`src/phrf_pkg.sv`:
```
package phrf_pkg;
  // register map, word index on the plain register port
  localparam logic [3:0] REG_CTRL   = 4'h0;
  localparam logic [3:0] REG_SLOPE  = 4'h1;
  localparam logic [3:0] REG_TRANS  = 4'h2;
  localparam logic [3:0] REG_RESP   = 4'h3;
  localparam logic [3:0] REG_CLEAR  = 4'h4;
  localparam logic [3:0] REG_LOWLIM = 4'h5;
  localparam logic [3:0] REG_STATUS = 4'h6;
  localparam logic [3:0] REG_TEMP   = 4'h7;
  localparam logic [3:0] REG_PEAK0  = 4'h8;
  localparam logic [3:0] REG_PEAK1  = 4'h9;

  // settings in thousandths, low limit in tenths of a degree
  localparam logic [15:0] SLOPE_MIN   = 16'h0320;
  localparam logic [15:0] SLOPE_MAX   = 16'h04B0;
  localparam logic [15:0] SLOPE_RST   = 16'h03E8;
  localparam logic [15:0] TRANS_MIN   = 16'h0032;
  localparam logic [15:0] TRANS_MAX   = 16'h03E8;
  localparam logic [15:0] TRANS_RST   = 16'h03E8;
  localparam logic [31:0] SCALE_MILLI = 32'h0000_03E8;
  localparam logic [15:0] LOWLIM_RST  = 16'h0000;

  // response time selector
  localparam logic [2:0] RESP_MIN  = 3'h0;
  localparam logic [2:0] RESP_10MS = 3'h1;
  localparam logic [2:0] RESP_10S  = 3'h6;

  // peak clear selector
  localparam logic [3:0] CLR_OFF    = 4'h0;
  localparam logic [3:0] CLR_IVL_LO = 4'h1;
  localparam logic [3:0] CLR_IVL_HI = 4'h6;
  localparam logic [3:0] CLR_EXTERN = 4'h7;
  localparam logic [3:0] CLR_AUTO   = 4'h8;
  localparam logic [3:0] CLR_HOLD   = 4'h9;

  // sample period
  localparam int SAMPLE_PERIOD_NS = 10_000_000;
  localparam int CLK_PERIOD_NS    = 10;
  localparam int SAMPLE_CYCLES    = SAMPLE_PERIOD_NS / CLK_PERIOD_NS;
  localparam int SAMPLE_CNT_W     = 20;

  // auto clear margin, temperature in tenths of a degree
  localparam logic [16:0] AUTO_MIN_RISE = 17'h00014;
  localparam logic [16:0] AUTO_PCT_DIV  = 17'h00064;
  localparam int          FRAC_W        = 8;

  // smoothing shift per response setting, 90 % near the chosen time
  function automatic logic [3:0] resp_shift(input logic [2:0] sel);
    case (sel)
      3'h2:    resp_shift = 4'h1;
      3'h3:    resp_shift = 4'h3;
      3'h4:    resp_shift = 4'h5;
      3'h5:    resp_shift = 4'h7;
      3'h6:    resp_shift = 4'h9;
      default: resp_shift = 4'h0;
    endcase
  endfunction

  // clear interval in sample periods
  function automatic logic [11:0] ivl_ticks(input logic [3:0] sel);
    case (sel)
      4'h2:    ivl_ticks = 12'h005;
      4'h3:    ivl_ticks = 12'h019;
      4'h4:    ivl_ticks = 12'h064;
      4'h5:    ivl_ticks = 12'h1F4;
      4'h6:    ivl_ticks = 12'h9C4;
      default: ivl_ticks = 12'h001;
    endcase
  endfunction
endpackage

```
`src/phrf_div_if.sv`:
```
`timescale 1ns/100ps
interface phrf_div_if;
  logic        req;
  logic [31:0] num;
  logic [15:0] den;
  logic        busy;
  logic        done;
  logic [15:0] quo;
  modport ctrl (output req, num, den, input busy, done, quo);
  modport unit (input req, num, den, output busy, done, quo);
endinterface

```
`src/phrf_sync.sv`:
```
`timescale 1ns/100ps
module phrf_sync (
  // clock and reset
  input  wire logic i_clk,
  input  wire logic i_arst_n,
  // pin and filtered level
  input  wire logic i_async,
  output logic      o_level
);
  logic ff1;
  logic ff2;
  logic ff3;

  always_ff @(posedge i_clk or negedge i_arst_n) begin
    if (!i_arst_n) begin
      ff1 <= 1'b0;
      ff2 <= 1'b0;
      ff3 <= 1'b0;
    end else begin
      ff1 <= i_async;
      ff2 <= ff1;
      ff3 <= ff2;
    end
  end

  // change accepted once stages two and three agree
  always_ff @(posedge i_clk or negedge i_arst_n) begin
    if (!i_arst_n) begin
      o_level <= 1'b0;
    end else if (ff2 == ff3) begin
      o_level <= ff3;
    end
  end
endmodule

```
`src/phrf_div.sv`:
```
`timescale 1ns/100ps
module phrf_div
  import phrf_pkg::*;
(
  // clock and reset
  input  wire logic i_clk,
  input  wire logic i_arst_n,
  // request and result
  phrf_div_if.unit  div
);
  typedef enum logic [2:0] {
    S_IDLE = 3'b001,
    S_RUN  = 3'b010,
    S_DONE = 3'b100
  } phrf_div_state_t;

  phrf_div_state_t state;
  logic [16:0]     rem;
  logic [31:0]     q;
  logic [15:0]     den;
  logic [5:0]      cnt;
  logic [16:0]     sh;

  assign sh = {rem[15:0], q[31]};

  always_ff @(posedge i_clk or negedge i_arst_n) begin
    if (!i_arst_n) begin
      state <= S_IDLE;
      rem   <= 17'h00000;
      q     <= 32'h0000_0000;
      den   <= 16'h0001;
      cnt   <= 6'h00;
    end else begin
      unique case (state)
        S_IDLE: begin
          if (div.req) begin
            state <= S_RUN;
            rem   <= 17'h00000;
            q     <= div.num;
            den   <= div.den;
            cnt   <= 6'h00;
          end
        end
        S_RUN: begin
          // restoring step, one quotient bit per cycle
          if (sh >= {1'b0, den}) begin
            rem <= sh - {1'b0, den};
            q   <= {q[30:0], 1'b1};
          end else begin
            rem <= sh;
            q   <= {q[30:0], 1'b0};
          end
          cnt <= cnt + 6'h01;
          if (cnt == 6'h1F) begin
            state <= S_DONE;
          end
        end
        S_DONE: begin
          state <= S_IDLE;
        end
      endcase
    end
  end

  assign div.busy = (state != S_IDLE);
  assign div.done = (state == S_DONE);
  // saturate a quotient beyond 16 bits
  assign div.quo  = (q[31:16] != 16'h0000) ? 16'hFFFF : q[15:0];
endmodule

```
`src/phrf_top.sv`:
```
// Contract
// - two-colour mode takes slope 0.800 to 1.200 in thousandths, corrects ratio
// - slope is first over second emissivity; ratio divided by it first
// - one-colour mode takes transmittance 5 % to 100 % in thousandths
// - new measurement and output refresh every 10 ms, any response setting
// - step rise reaches 90 % after the selected response time
// - response choices: min, 0.01, 0.05, 0.25, 1, 3, 10 s
// - min choice: time constant under 2 ms, faster adaption at low signal; code smooths with shift 1 at low signal, shift 0 otherwise
// - clear choices: off, six intervals, extern, auto, hold
// - peak storage on for every clear choice except off and hold
// - enabled storage keeps and shows highest value since last clear
// - single storage: one contact pulse clears, then new maximum builds
// - auto clearing uses a single store
// - any timed interval uses two peak stores
// - each interval expiry clears one store alternately, other one shown
// - peak taken of the smoothed signal, not of raw samples
// - auto clears when temperature passes low limit by 1 % or 2 degrees
`timescale 1ns/100ps
module phrf_top
  import phrf_pkg::*;
#(
  parameter int SAMPLE_CYC = SAMPLE_CYCLES
) (
  // clock and reset
  input  wire logic        i_clk,
  input  wire logic        i_arst_n,
  // register port
  input  wire logic [3:0]  i_addr,
  input  wire logic [15:0] i_wdata,
  input  wire logic        i_wr,
  input  wire logic        i_rd,
  output logic      [15:0] o_rdata,
  // raw intensity ratio or intensity in
  input  wire logic [15:0] i_raw,
  input  wire logic        i_raw_valid,
  output logic             o_raw_ready,
  // corrected value out
  output logic      [15:0] o_corr,
  output logic             o_corr_valid,
  // temperature stream, tenths of a degree
  input  wire logic [15:0] i_temp,
  input  wire logic        i_low_signal,
  output logic             o_sample_req,
  output logic      [15:0] o_temp,
  output logic             o_temp_valid,
  output logic             o_peak_active,
  // relay contact pin
  input  wire logic        i_contact_closed
);
  phrf_div_if div ();

  logic        one_colour;
  logic [15:0] slope;
  logic [15:0] trans;
  logic [2:0]  resp_sel;
  logic [3:0]  clr_sel;
  logic [15:0] low_lim;
  logic        wr_reject;
  logic        contact;
  logic        contact_q;
  logic        contact_edge;
  logic [SAMPLE_CNT_W-1:0] tick_cnt;
  logic        tick;
  logic        tick_d;
  logic        tick_dd;
  logic [23:0] acc;
  logic [15:0] filt;
  logic [15:0] peak0;
  logic [15:0] peak1;
  logic        show_sel;
  logic [11:0] ivl_cnt;
  logic        ivl_exp;
  logic        armed;
  logic        auto_clr;
  logic [16:0] auto_thr;
  logic [16:0] pct;
  logic        is_ivl;
  logic [15:0] next_temp;

  phrf_sync u_sync (
    .i_clk    (i_clk),
    .i_arst_n (i_arst_n),
    .i_async  (i_contact_closed),
    .o_level  (contact)
  );

  phrf_div u_div (
    .i_clk    (i_clk),
    .i_arst_n (i_arst_n),
    .div      (div.unit)
  );

  // register writes with range check
  always_ff @(posedge i_clk or negedge i_arst_n) begin
    if (!i_arst_n) begin
      one_colour <= 1'b0;
      slope      <= SLOPE_RST;
      trans      <= TRANS_RST;
      resp_sel   <= RESP_MIN;
      clr_sel    <= CLR_OFF;
      low_lim    <= LOWLIM_RST;
      wr_reject  <= 1'b0;
    end else if (i_wr) begin
      wr_reject <= 1'b0;
      unique case (i_addr)
        REG_CTRL: begin
          one_colour <= i_wdata[0];
        end
        REG_SLOPE: begin
          if (i_wdata >= SLOPE_MIN && i_wdata <= SLOPE_MAX) begin
            slope <= i_wdata;
          end else begin
            wr_reject <= 1'b1;
          end
        end
        REG_TRANS: begin
          if (i_wdata >= TRANS_MIN && i_wdata <= TRANS_MAX) begin
            trans <= i_wdata;
          end else begin
            wr_reject <= 1'b1;
          end
        end
        REG_RESP: begin
          if (i_wdata <= {13'h0000, RESP_10S}) begin
            resp_sel <= i_wdata[2:0];
          end else begin
            wr_reject <= 1'b1;
          end
        end
        REG_CLEAR: begin
          if (i_wdata <= {12'h000, CLR_HOLD}) begin
            clr_sel <= i_wdata[3:0];
          end else begin
            wr_reject <= 1'b1;
          end
        end
        REG_LOWLIM: begin
          low_lim <= i_wdata;
        end
        default: begin
          wr_reject <= 1'b0;
        end
      endcase
    end
  end

  // register reads, data one cycle later
  always_ff @(posedge i_clk or negedge i_arst_n) begin
    if (!i_arst_n) begin
      o_rdata <= 16'h0000;
    end else if (i_rd) begin
      unique case (i_addr)
        REG_CTRL:   o_rdata <= {15'h0000, one_colour};
        REG_SLOPE:  o_rdata <= slope;
        REG_TRANS:  o_rdata <= trans;
        REG_RESP:   o_rdata <= {13'h0000, resp_sel};
        REG_CLEAR:  o_rdata <= {12'h000, clr_sel};
        REG_LOWLIM: o_rdata <= low_lim;
        REG_STATUS: o_rdata <= {12'h000, show_sel, o_peak_active,
                                contact, wr_reject};
        REG_TEMP:   o_rdata <= o_temp;
        REG_PEAK0:  o_rdata <= peak0;
        REG_PEAK1:  o_rdata <= peak1;
        default:    o_rdata <= 16'h0000;
      endcase
    end else begin
      o_rdata <= 16'h0000;
    end
  end

  // ratio over slope, or intensity over transmittance
  assign div.req = i_raw_valid && o_raw_ready;
  assign div.num = {16'h0000, i_raw} * SCALE_MILLI;
  assign div.den = one_colour ? trans : slope;

  always_ff @(posedge i_clk or negedge i_arst_n) begin
    if (!i_arst_n) begin
      o_corr       <= 16'h0000;
      o_corr_valid <= 1'b0;
      o_raw_ready  <= 1'b0;
    end else begin
      o_corr_valid <= div.done;
      o_raw_ready  <= !div.busy && !(i_raw_valid && o_raw_ready);
      if (div.done) begin
        o_corr <= div.quo;
      end
    end
  end

  // sample tick every 10 ms
  always_ff @(posedge i_clk or negedge i_arst_n) begin
    if (!i_arst_n) begin
      tick_cnt <= '0;
      tick     <= 1'b0;
    end else begin
      tick <= 1'b0;
      if (tick_cnt == SAMPLE_CNT_W'(SAMPLE_CYC - 1)) begin
        tick_cnt <= '0;
        tick     <= 1'b1;
      end else begin
        tick_cnt <= tick_cnt + 1'b1;
      end
    end
  end

  // first-order smoothing, run on every sample tick
  logic [3:0]         shift;
  logic signed [24:0] diff;
  assign shift = (resp_sel == RESP_MIN && i_low_signal) ? 4'h1
                 : resp_shift(resp_sel);
  assign diff  = $signed({1'b0, i_temp, 8'h00}) - $signed({1'b0, acc});

  always_ff @(posedge i_clk or negedge i_arst_n) begin
    if (!i_arst_n) begin
      acc <= 24'h000000;
    end else if (tick) begin
      if (shift == 4'h0) begin
        acc <= {i_temp, 8'h00};
      end else begin
        acc <= acc + 24'(diff >>> shift);
      end
    end
  end
  assign filt = acc[23:FRAC_W];

  // contact edge
  always_ff @(posedge i_clk or negedge i_arst_n) begin
    if (!i_arst_n) begin
      contact_q <= 1'b0;
      tick_d    <= 1'b0;
      tick_dd   <= 1'b0;
    end else begin
      contact_q <= contact;
      tick_d    <= tick;
      tick_dd   <= tick_d;
    end
  end
  assign contact_edge = contact && !contact_q;

  // interval timing in sample periods
  assign is_ivl  = (clr_sel >= CLR_IVL_LO) && (clr_sel <= CLR_IVL_HI);
  assign ivl_exp = tick_d && (ivl_cnt >= ivl_ticks(clr_sel) - 12'h001);

  always_ff @(posedge i_clk or negedge i_arst_n) begin
    if (!i_arst_n) begin
      ivl_cnt <= 12'h000;
    end else if (!is_ivl || ivl_exp) begin
      ivl_cnt <= 12'h000;
    end else if (tick_d) begin
      ivl_cnt <= ivl_cnt + 12'h001;
    end
  end

  // auto clear on positive pass of low limit plus margin
  assign pct      = {1'b0, low_lim} / AUTO_PCT_DIV;
  assign auto_thr = {1'b0, low_lim}
                    + ((pct > AUTO_MIN_RISE) ? pct : AUTO_MIN_RISE);
  assign auto_clr = tick_d && armed && ({1'b0, filt} > auto_thr);

  always_ff @(posedge i_clk or negedge i_arst_n) begin
    if (!i_arst_n) begin
      armed <= 1'b0;
    end else if (tick_d) begin
      if (filt <= low_lim) begin
        armed <= 1'b1;
      end else if (auto_clr) begin
        armed <= 1'b0;
      end
    end
  end

  // peak stores fed by the smoothed value
  always_ff @(posedge i_clk or negedge i_arst_n) begin
    if (!i_arst_n) begin
      peak0    <= 16'h0000;
      peak1    <= 16'h0000;
      show_sel <= 1'b0;
    end else if (is_ivl) begin
      if (tick_d) begin
        if (ivl_exp && !show_sel) begin
          peak0 <= filt;
        end else if (filt > peak0) begin
          peak0 <= filt;
        end
        if (ivl_exp && show_sel) begin
          peak1 <= filt;
        end else if (filt > peak1) begin
          peak1 <= filt;
        end
        if (ivl_exp) begin
          show_sel <= !show_sel;
        end
      end
    end else if (clr_sel == CLR_EXTERN || clr_sel == CLR_AUTO) begin
      show_sel <= 1'b1;
      peak1    <= 16'h0000;
      if (clr_sel == CLR_EXTERN && contact_edge) begin
        peak0 <= 16'h0000;
      end else if (auto_clr) begin
        peak0 <= filt;
      end else if (tick_d && filt > peak0) begin
        peak0 <= filt;
      end
    end else begin
      peak0    <= filt;
      peak1    <= filt;
      show_sel <= 1'b0;
    end
  end

  // shown value per clear setting
  always_comb begin
    unique case (1'b1)
      is_ivl:                 next_temp = show_sel ? peak1 : peak0;
      clr_sel == CLR_EXTERN,
      clr_sel == CLR_AUTO:    next_temp = peak0;
      clr_sel == CLR_HOLD:    next_temp = contact ? o_temp : filt;
      default:                next_temp = filt;
    endcase
  end

  always_ff @(posedge i_clk or negedge i_arst_n) begin
    if (!i_arst_n) begin
      o_temp        <= 16'h0000;
      o_temp_valid  <= 1'b0;
      o_sample_req  <= 1'b0;
      o_peak_active <= 1'b0;
    end else begin
      o_sample_req  <= tick;
      o_temp_valid  <= tick_dd;
      o_peak_active <= (clr_sel != CLR_OFF) && (clr_sel != CLR_HOLD);
      // shown once the peak stores hold this sample
      if (tick_dd) begin
        o_temp <= next_temp;
      end
    end
  end
endmodule

```
`config.mk`:
```
export PLATFORM = sky130hd
export DESIGN_NAME = phrf_top
export DESIGN_NICKNAME = d
export VERILOG_FILES = /design/src/phrf_pkg.sv /design/src/phrf_div_if.sv /design/src/phrf_sync.sv /design/src/phrf_div.sv /design/src/phrf_top.sv
export SDC_FILE = /design/constraint.sdc
export NUM_CORES = 1
export LEC_CHECK = 0
export BUFFER_PORTS_ARGS = -buffer_cell sky130_fd_sc_hd__buf_2
export CAP_MARGIN = 40
export CELL_PAD_IN_SITES_DETAIL_PLACEMENT = 1
export CELL_PAD_IN_SITES_GLOBAL_PLACEMENT = 2
export CORE_ASPECT_RATIO = 1.25
export CORE_MARGIN = 5
export CORE_UTILIZATION = 40
export DETAILED_ROUTE_END_ITERATION = 6
export PLACE_DENSITY_LB_ADDON = 0.1
export SETUP_SLACK_MARGIN = 0.02
export SLEW_MARGIN = 20
export SYNTH_ARGS = -nofsm -noshare
export SYNTH_HDL_FRONTEND = slang
export SYNTH_HIERARCHICAL = 1
export SYNTH_SLANG_ARGS = --single-unit
```
`constraint.sdc`:
```
create_clock -name i_clk -period 11.01 [get_ports i_clk]
set_input_delay 1.101 -clock i_clk [delete_from_list [all_inputs] [get_ports i_clk]]
set_output_delay 1.101 -clock i_clk [all_outputs]
set_load 0.005 [all_outputs]
```
==> impl_results.rst <==
.. list-table::
   :header-rows: 1

   * - Metric
     - Value
   * - Run status
     - finished clean
   * - Routed length per placed instance
     - 21.8 um
   * - Total Routed Length
     - 74400 um
   * - Period Utilization, post-route
     - 93.4%
   * - Post-route worst hold slack
     - 347 ps
   * - Initial standard-cell utilization of the core
     - 40.6%
   * - Top post-synthesis cells by count
     - 266 x sky130_fd_sc_hd__dfrtp_1, 216 x sky130_fd_sc_hd__nand2_1, 199 x sky130_fd_sc_hd__ha_1
   * - Reg2reg setup slack
     - 730 ps
   * - Comb pwr share
     - 58.9%
   * - Cell-internal power
     - 3.56 mW
   * - Top cells by area in the synthesized netlist
     - sky130_fd_sc_hd__dfrtp_1 29%, sky130_fd_sc_hd__ha_1 11%, sky130_fd_sc_hd__fa_1 5.0%
   * - TritonCTS Buffers
     - 36
   * - Required @ worst endpoint
     - 11440 ps
   * - Post-layout minimum cycle time
     - 10280 ps
   * - Proportion of power drawn by the clock network
     - 20.0%
   * - Cell taking the most area after synthesis
     - sky130_fd_sc_hd__dfrtp_1
   * - Width of the chip
     - 223 um
   * - Crit Path Category
     - flip-flop to flip-flop
   * - Data arrival at the endpoint of the critical path
     - 10700 ps
   * - Number of violations reported at the end of detailed-routing iteration 0
     - 1085
   * - Cells after DPL
     - 3341
   * - Hold Crit Depth
     - 0
   * - Maximum frequency from static timing analysis
     - 97.3 MHz
   * - Post-synthesis average cell area
     - 8.89 sq um
   * - Remaining max-slew budget at the tightest pin
     - 43.4%
   * - Net count, final
     - 2960
   * - DRC viols
     - 0
   * - H-tree depth
     - 2
   * - Switching power of the nets
     - 2.79 mW
   * - Sequential cell fraction of total power
     - 21.1%
   * - Initial antenna violation count
     - 2
   * - P&R area growth vs syn
     - 12.5%
   * - Static Leakage
     - 11.9 nW
   * - Worst-margin pin slew
     - 850 ps
   * - Clock Tree Root
     - sky130_fd_sc_hd__clkbuf_16
   * - Type of origin of the critical path
     - flip-flop
   * - Cell with the most instances after synthesis
     - sky130_fd_sc_hd__dfrtp_1
   * - Hold wc startpoint
     - u_sync/ff1
   * - Cells after Synth
     - 2565
   * - Metal2 WL
     - 36700 um
   * - Number of hold-repair buffers added at the cts stage
     - 0
   * - Sequential element share of the synthesized area
     - 30.8%
   * - Compound-gate portion of the synthesized area
     - 22.2%
   * - Routed length on met1
     - 33100 um
   * - Post-Synth XOR/XNOR Area
     - 3.96%
   * - Share of synthesized flip-flops with an asynchronous set or reset
     - 100%
   * - # port buffers
     - 111
   * - Simple-Gate Fraction of Synth Area
     - 15.7%
   * - Post-Route Skew
     - 15.2 ps
   * - Number of distinct standard cells referenced by the synthesized netlist
     - 107
   * - Synth top area share
     - 29.2%
   * - WL met3
     - 1990 um
   * - Final setup violation count
     - 0
   * - Top-Level Pins
     - 112
   * - Type of destination of the critical path
     - flip-flop
   * - Final sum of negative setup slack
     - 0 ps
   * - Overall overflow remaining after global route
     - 0
   * - Synthesized area
     - 22800 sq um
   * - Final std cells w/o fill
     - 3413
   * - Power per cell area
     - 248 nW/um^2
   * - Overall die height
     - 277 um
   * - Number of storage elements in the synthesis netlist
     - 280
   * - Launch point of the worst reg-to-reg path
     - low_lim[15]
   * - Endpoint of the most critical register-to-register path
     - peak0[6]
   * - Routability cong.
     - 0.893
   * - Number of rows created at floorplan
     - 97
   * - Global-route usage over all layers
     - 23.6%
   * - Clock latency reported for the late side of the worst-skew pair
     - 550 ps
   * - TritonCTS clock tree
     - yes
   * - Path category of the worst min-delay check
     - flip-flop to flip-flop
   * - Depth of the most critical reg-to-reg path
     - 47
   * - Sum of net half-perimeters after detailed placement
     - 56800 um
   * - Clock-pin slew of the registers on the worst-case setup and hold paths
     - 60 ps
   * - Worst-path maximum fanout
     - 13
   * - Via count normalized by instance count
     - 5.83
   * - Most instantiated flip-flop cell in the synthesis netlist
     - sky130_fd_sc_hd__dfrtp_1
   * - Top routing layer used
     - met4
   * - Clock net sink count
     - 280
   * - Placement-stage cell area
     - 24200 sq um
   * - Largest net degree at the start of global routing
     - 92
   * - Most prevalent standard cell on the critical path
     - sky130_fd_sc_hd__a21oi_1
   * - DRT antenna net count
     - 0
   * - Total iterations of the first detailed-routing run
     - 6
   * - Max IR drop VDD
     - 0.180 mV
   * - Dominant combinational cell family by area after synthesis
     - compound AO/OA/AOI/OAI gates
   * - Critical-path cell with the highest stage delay
     - sky130_fd_sc_hd__a41oi_1
   * - First-pass GRT wire length
     - 120000 um
   * - Final standard cell area without fillers
     - 25600 sq um
   * - Endpoint of the worst hold path
     - u_sync/ff2
   * - Post-synthesis share of cell area spent on full adders, half adders and majority gates
     - 16.0%
   * - Total of warnings raised by yosys
     - 6
   * - Switching Fraction
     - 44.0%
   * - Max_cap viols
     - 0
   * - Die Footprint
     - 61900 sq um
   * - Count of final hold-check violations
     - 0
   * - Final max-slew violation count
     - 0
   * - Max Root-Sink Buffers
     - 3
   * - Core footprint
     - 56200 sq um
   * - Fraction of layout cells with a size suffix above 1
     - 15.4%
   * - Number of global-route vias before repair
     - 21400
   * - Total number of vias
     - 19900
   * - Post-synthesis mux area share
     - 5.86%
   * - CP max stage delay
     - 490 ps
   * - EDFF count, synth
     - 0
## worst max-delay path: cells and delay by family, from the launching register on
family | cells | cell delay, ps
AND/OR/NAND/NOR | 7 | 1590
buffers and inverters | 4 | 740
multiplexers | 3 | 740
AO/OA/AOI/OAI | 29 | 5510
adder cells (fa/ha/maj) | 3 | 900
XOR/XNOR | 1 | 170
flip-flops | 1 | 460
## metrics by stage
step	worst slack [ps]	util, %	power, mW
6_report	731	45.6	6.35
5_1_grt	-22.0	45.6	6.88
4_1_cts	261	45.3	6.31
3_5_place_dp	352	43.1	4.99
3_3_place_gp	344	42.8	4.87
2_1_floorplan	1210	-	4.11
## metal layers
layer,global-route usage [%],vias up
met5,0,-
met4,7.73,0
met3,2.43,89
met2,40.9,278
met1,31.0,10100
li1,-,9438
## flip-flops by register name, summed over array words and instances (netlist names), 3 cells and up
name         flops
ivl_cnt         12
peak0           16
o_corr          16
low_lim         16
u_div/q         32
u_div/den       16
o_rdata         16
u_div/cnt        6
o_temp          16
u_div/rem       16
tick_cnt        20
u_div/state      3
trans           16
resp_sel         3
slope           16
acc             24
peak1           16
clr_sel          4
## cell type report
type | instances | area, sq um
sequential | 280 | 7030
clock buffer | 48 | 1020
antenna | 2 | 5.00
inverter | 183 | 691
multi-input combinational | 1979 | 14700
fill | 6601 | 30500
clock inverter | 14 | 238
tap | 742 | 928
timing repair buffer | 165 | 1060
## logic make-up after synthesis
family | Yosys count
other cells | 2
compound gates | 749
flops | 280
mux | 122
xor+xnor | 103
buf+inv | 315
fa+ha+maj | 257
simple gates | 737
## power by group through the flow
stage	clock network (mW)	registers (mW)	logic [mW]
floorplan	0	1.27	2.84
global placement	0	1.35	3.52
detailed placement	0	1.35	3.64
CTS	1.31	1.34	3.66
global route	1.36	1.36	4.17
finish	1.27	1.34	3.74
## worst max path at each step
| stage | to | slack, ps | startpoint |
|---|---|---|---|
| 6_report | peak0[6] | 730 | low_lim[15] |
| 5_1_grt | peak0[2] | -20 | low_lim[14] |
| 4_1_cts | peak0[6] | 260 | low_lim[10] |
| 3_5_place_dp | peak0[3] | 350 | low_lim[10] |
| 3_3_place_gp | peak0[0] | 340 | low_lim[13] |
| 2_1_floorplan | peak0[10] | 1210 | low_lim[15] |
## placed cells by master, fill, tap and decap left out, types with 11 or more instances in the layout
cell type                   instances
sky130_fd_sc_hd__dfrtp_1          260
sky130_fd_sc_hd__nand2_1          216
sky130_fd_sc_hd__ha_1             199
sky130_fd_sc_hd__nor2_1           187
sky130_fd_sc_hd__inv_1            180
sky130_fd_sc_hd__o21ai_0          157
sky130_fd_sc_hd__a21oi_1          143
sky130_fd_sc_hd__buf_2            110
sky130_fd_sc_hd__mux2_2            82
sky130_fd_sc_hd__xnor2_1           74
sky130_fd_sc_hd__nand3_1           57
sky130_fd_sc_hd__fa_1              57
sky130_fd_sc_hd__a22oi_1           53
sky130_fd_sc_hd__o22ai_1           50
sky130_fd_sc_hd__buf_4             43
sky130_fd_sc_hd__mux2i_1           38
sky130_fd_sc_hd__a21o_1            38
sky130_fd_sc_hd__a31oi_1           37
sky130_fd_sc_hd__nand4_1           36
sky130_fd_sc_hd__clkbuf_16         36
sky130_fd_sc_hd__and3_1            35
sky130_fd_sc_hd__nor2b_1           34
sky130_fd_sc_hd__nor3_1            34
sky130_fd_sc_hd__o21bai_1          30
sky130_fd_sc_hd__or2_2             29
sky130_fd_sc_hd__xor2_1            29
sky130_fd_sc_hd__nand2b_1          26
sky130_fd_sc_hd__o31ai_1           25
sky130_fd_sc_hd__o21a_1            22
sky130_fd_sc_hd__o211ai_1          20
sky130_fd_sc_hd__a211oi_1          17
sky130_fd_sc_hd__a222oi_1          17
sky130_fd_sc_hd__or3_1             16
sky130_fd_sc_hd__dfstp_2           14
sky130_fd_sc_hd__and2_1            13
sky130_fd_sc_hd__conb_1            11
## timing repair
action	4_1_cts	5_1_grt
gates resized for setup	0	21
endpoints found under the setup margin	0	16
buffers inserted	0	5
endpoints found under the hold margin	0	0
Power figures use the tool's default switching activity.
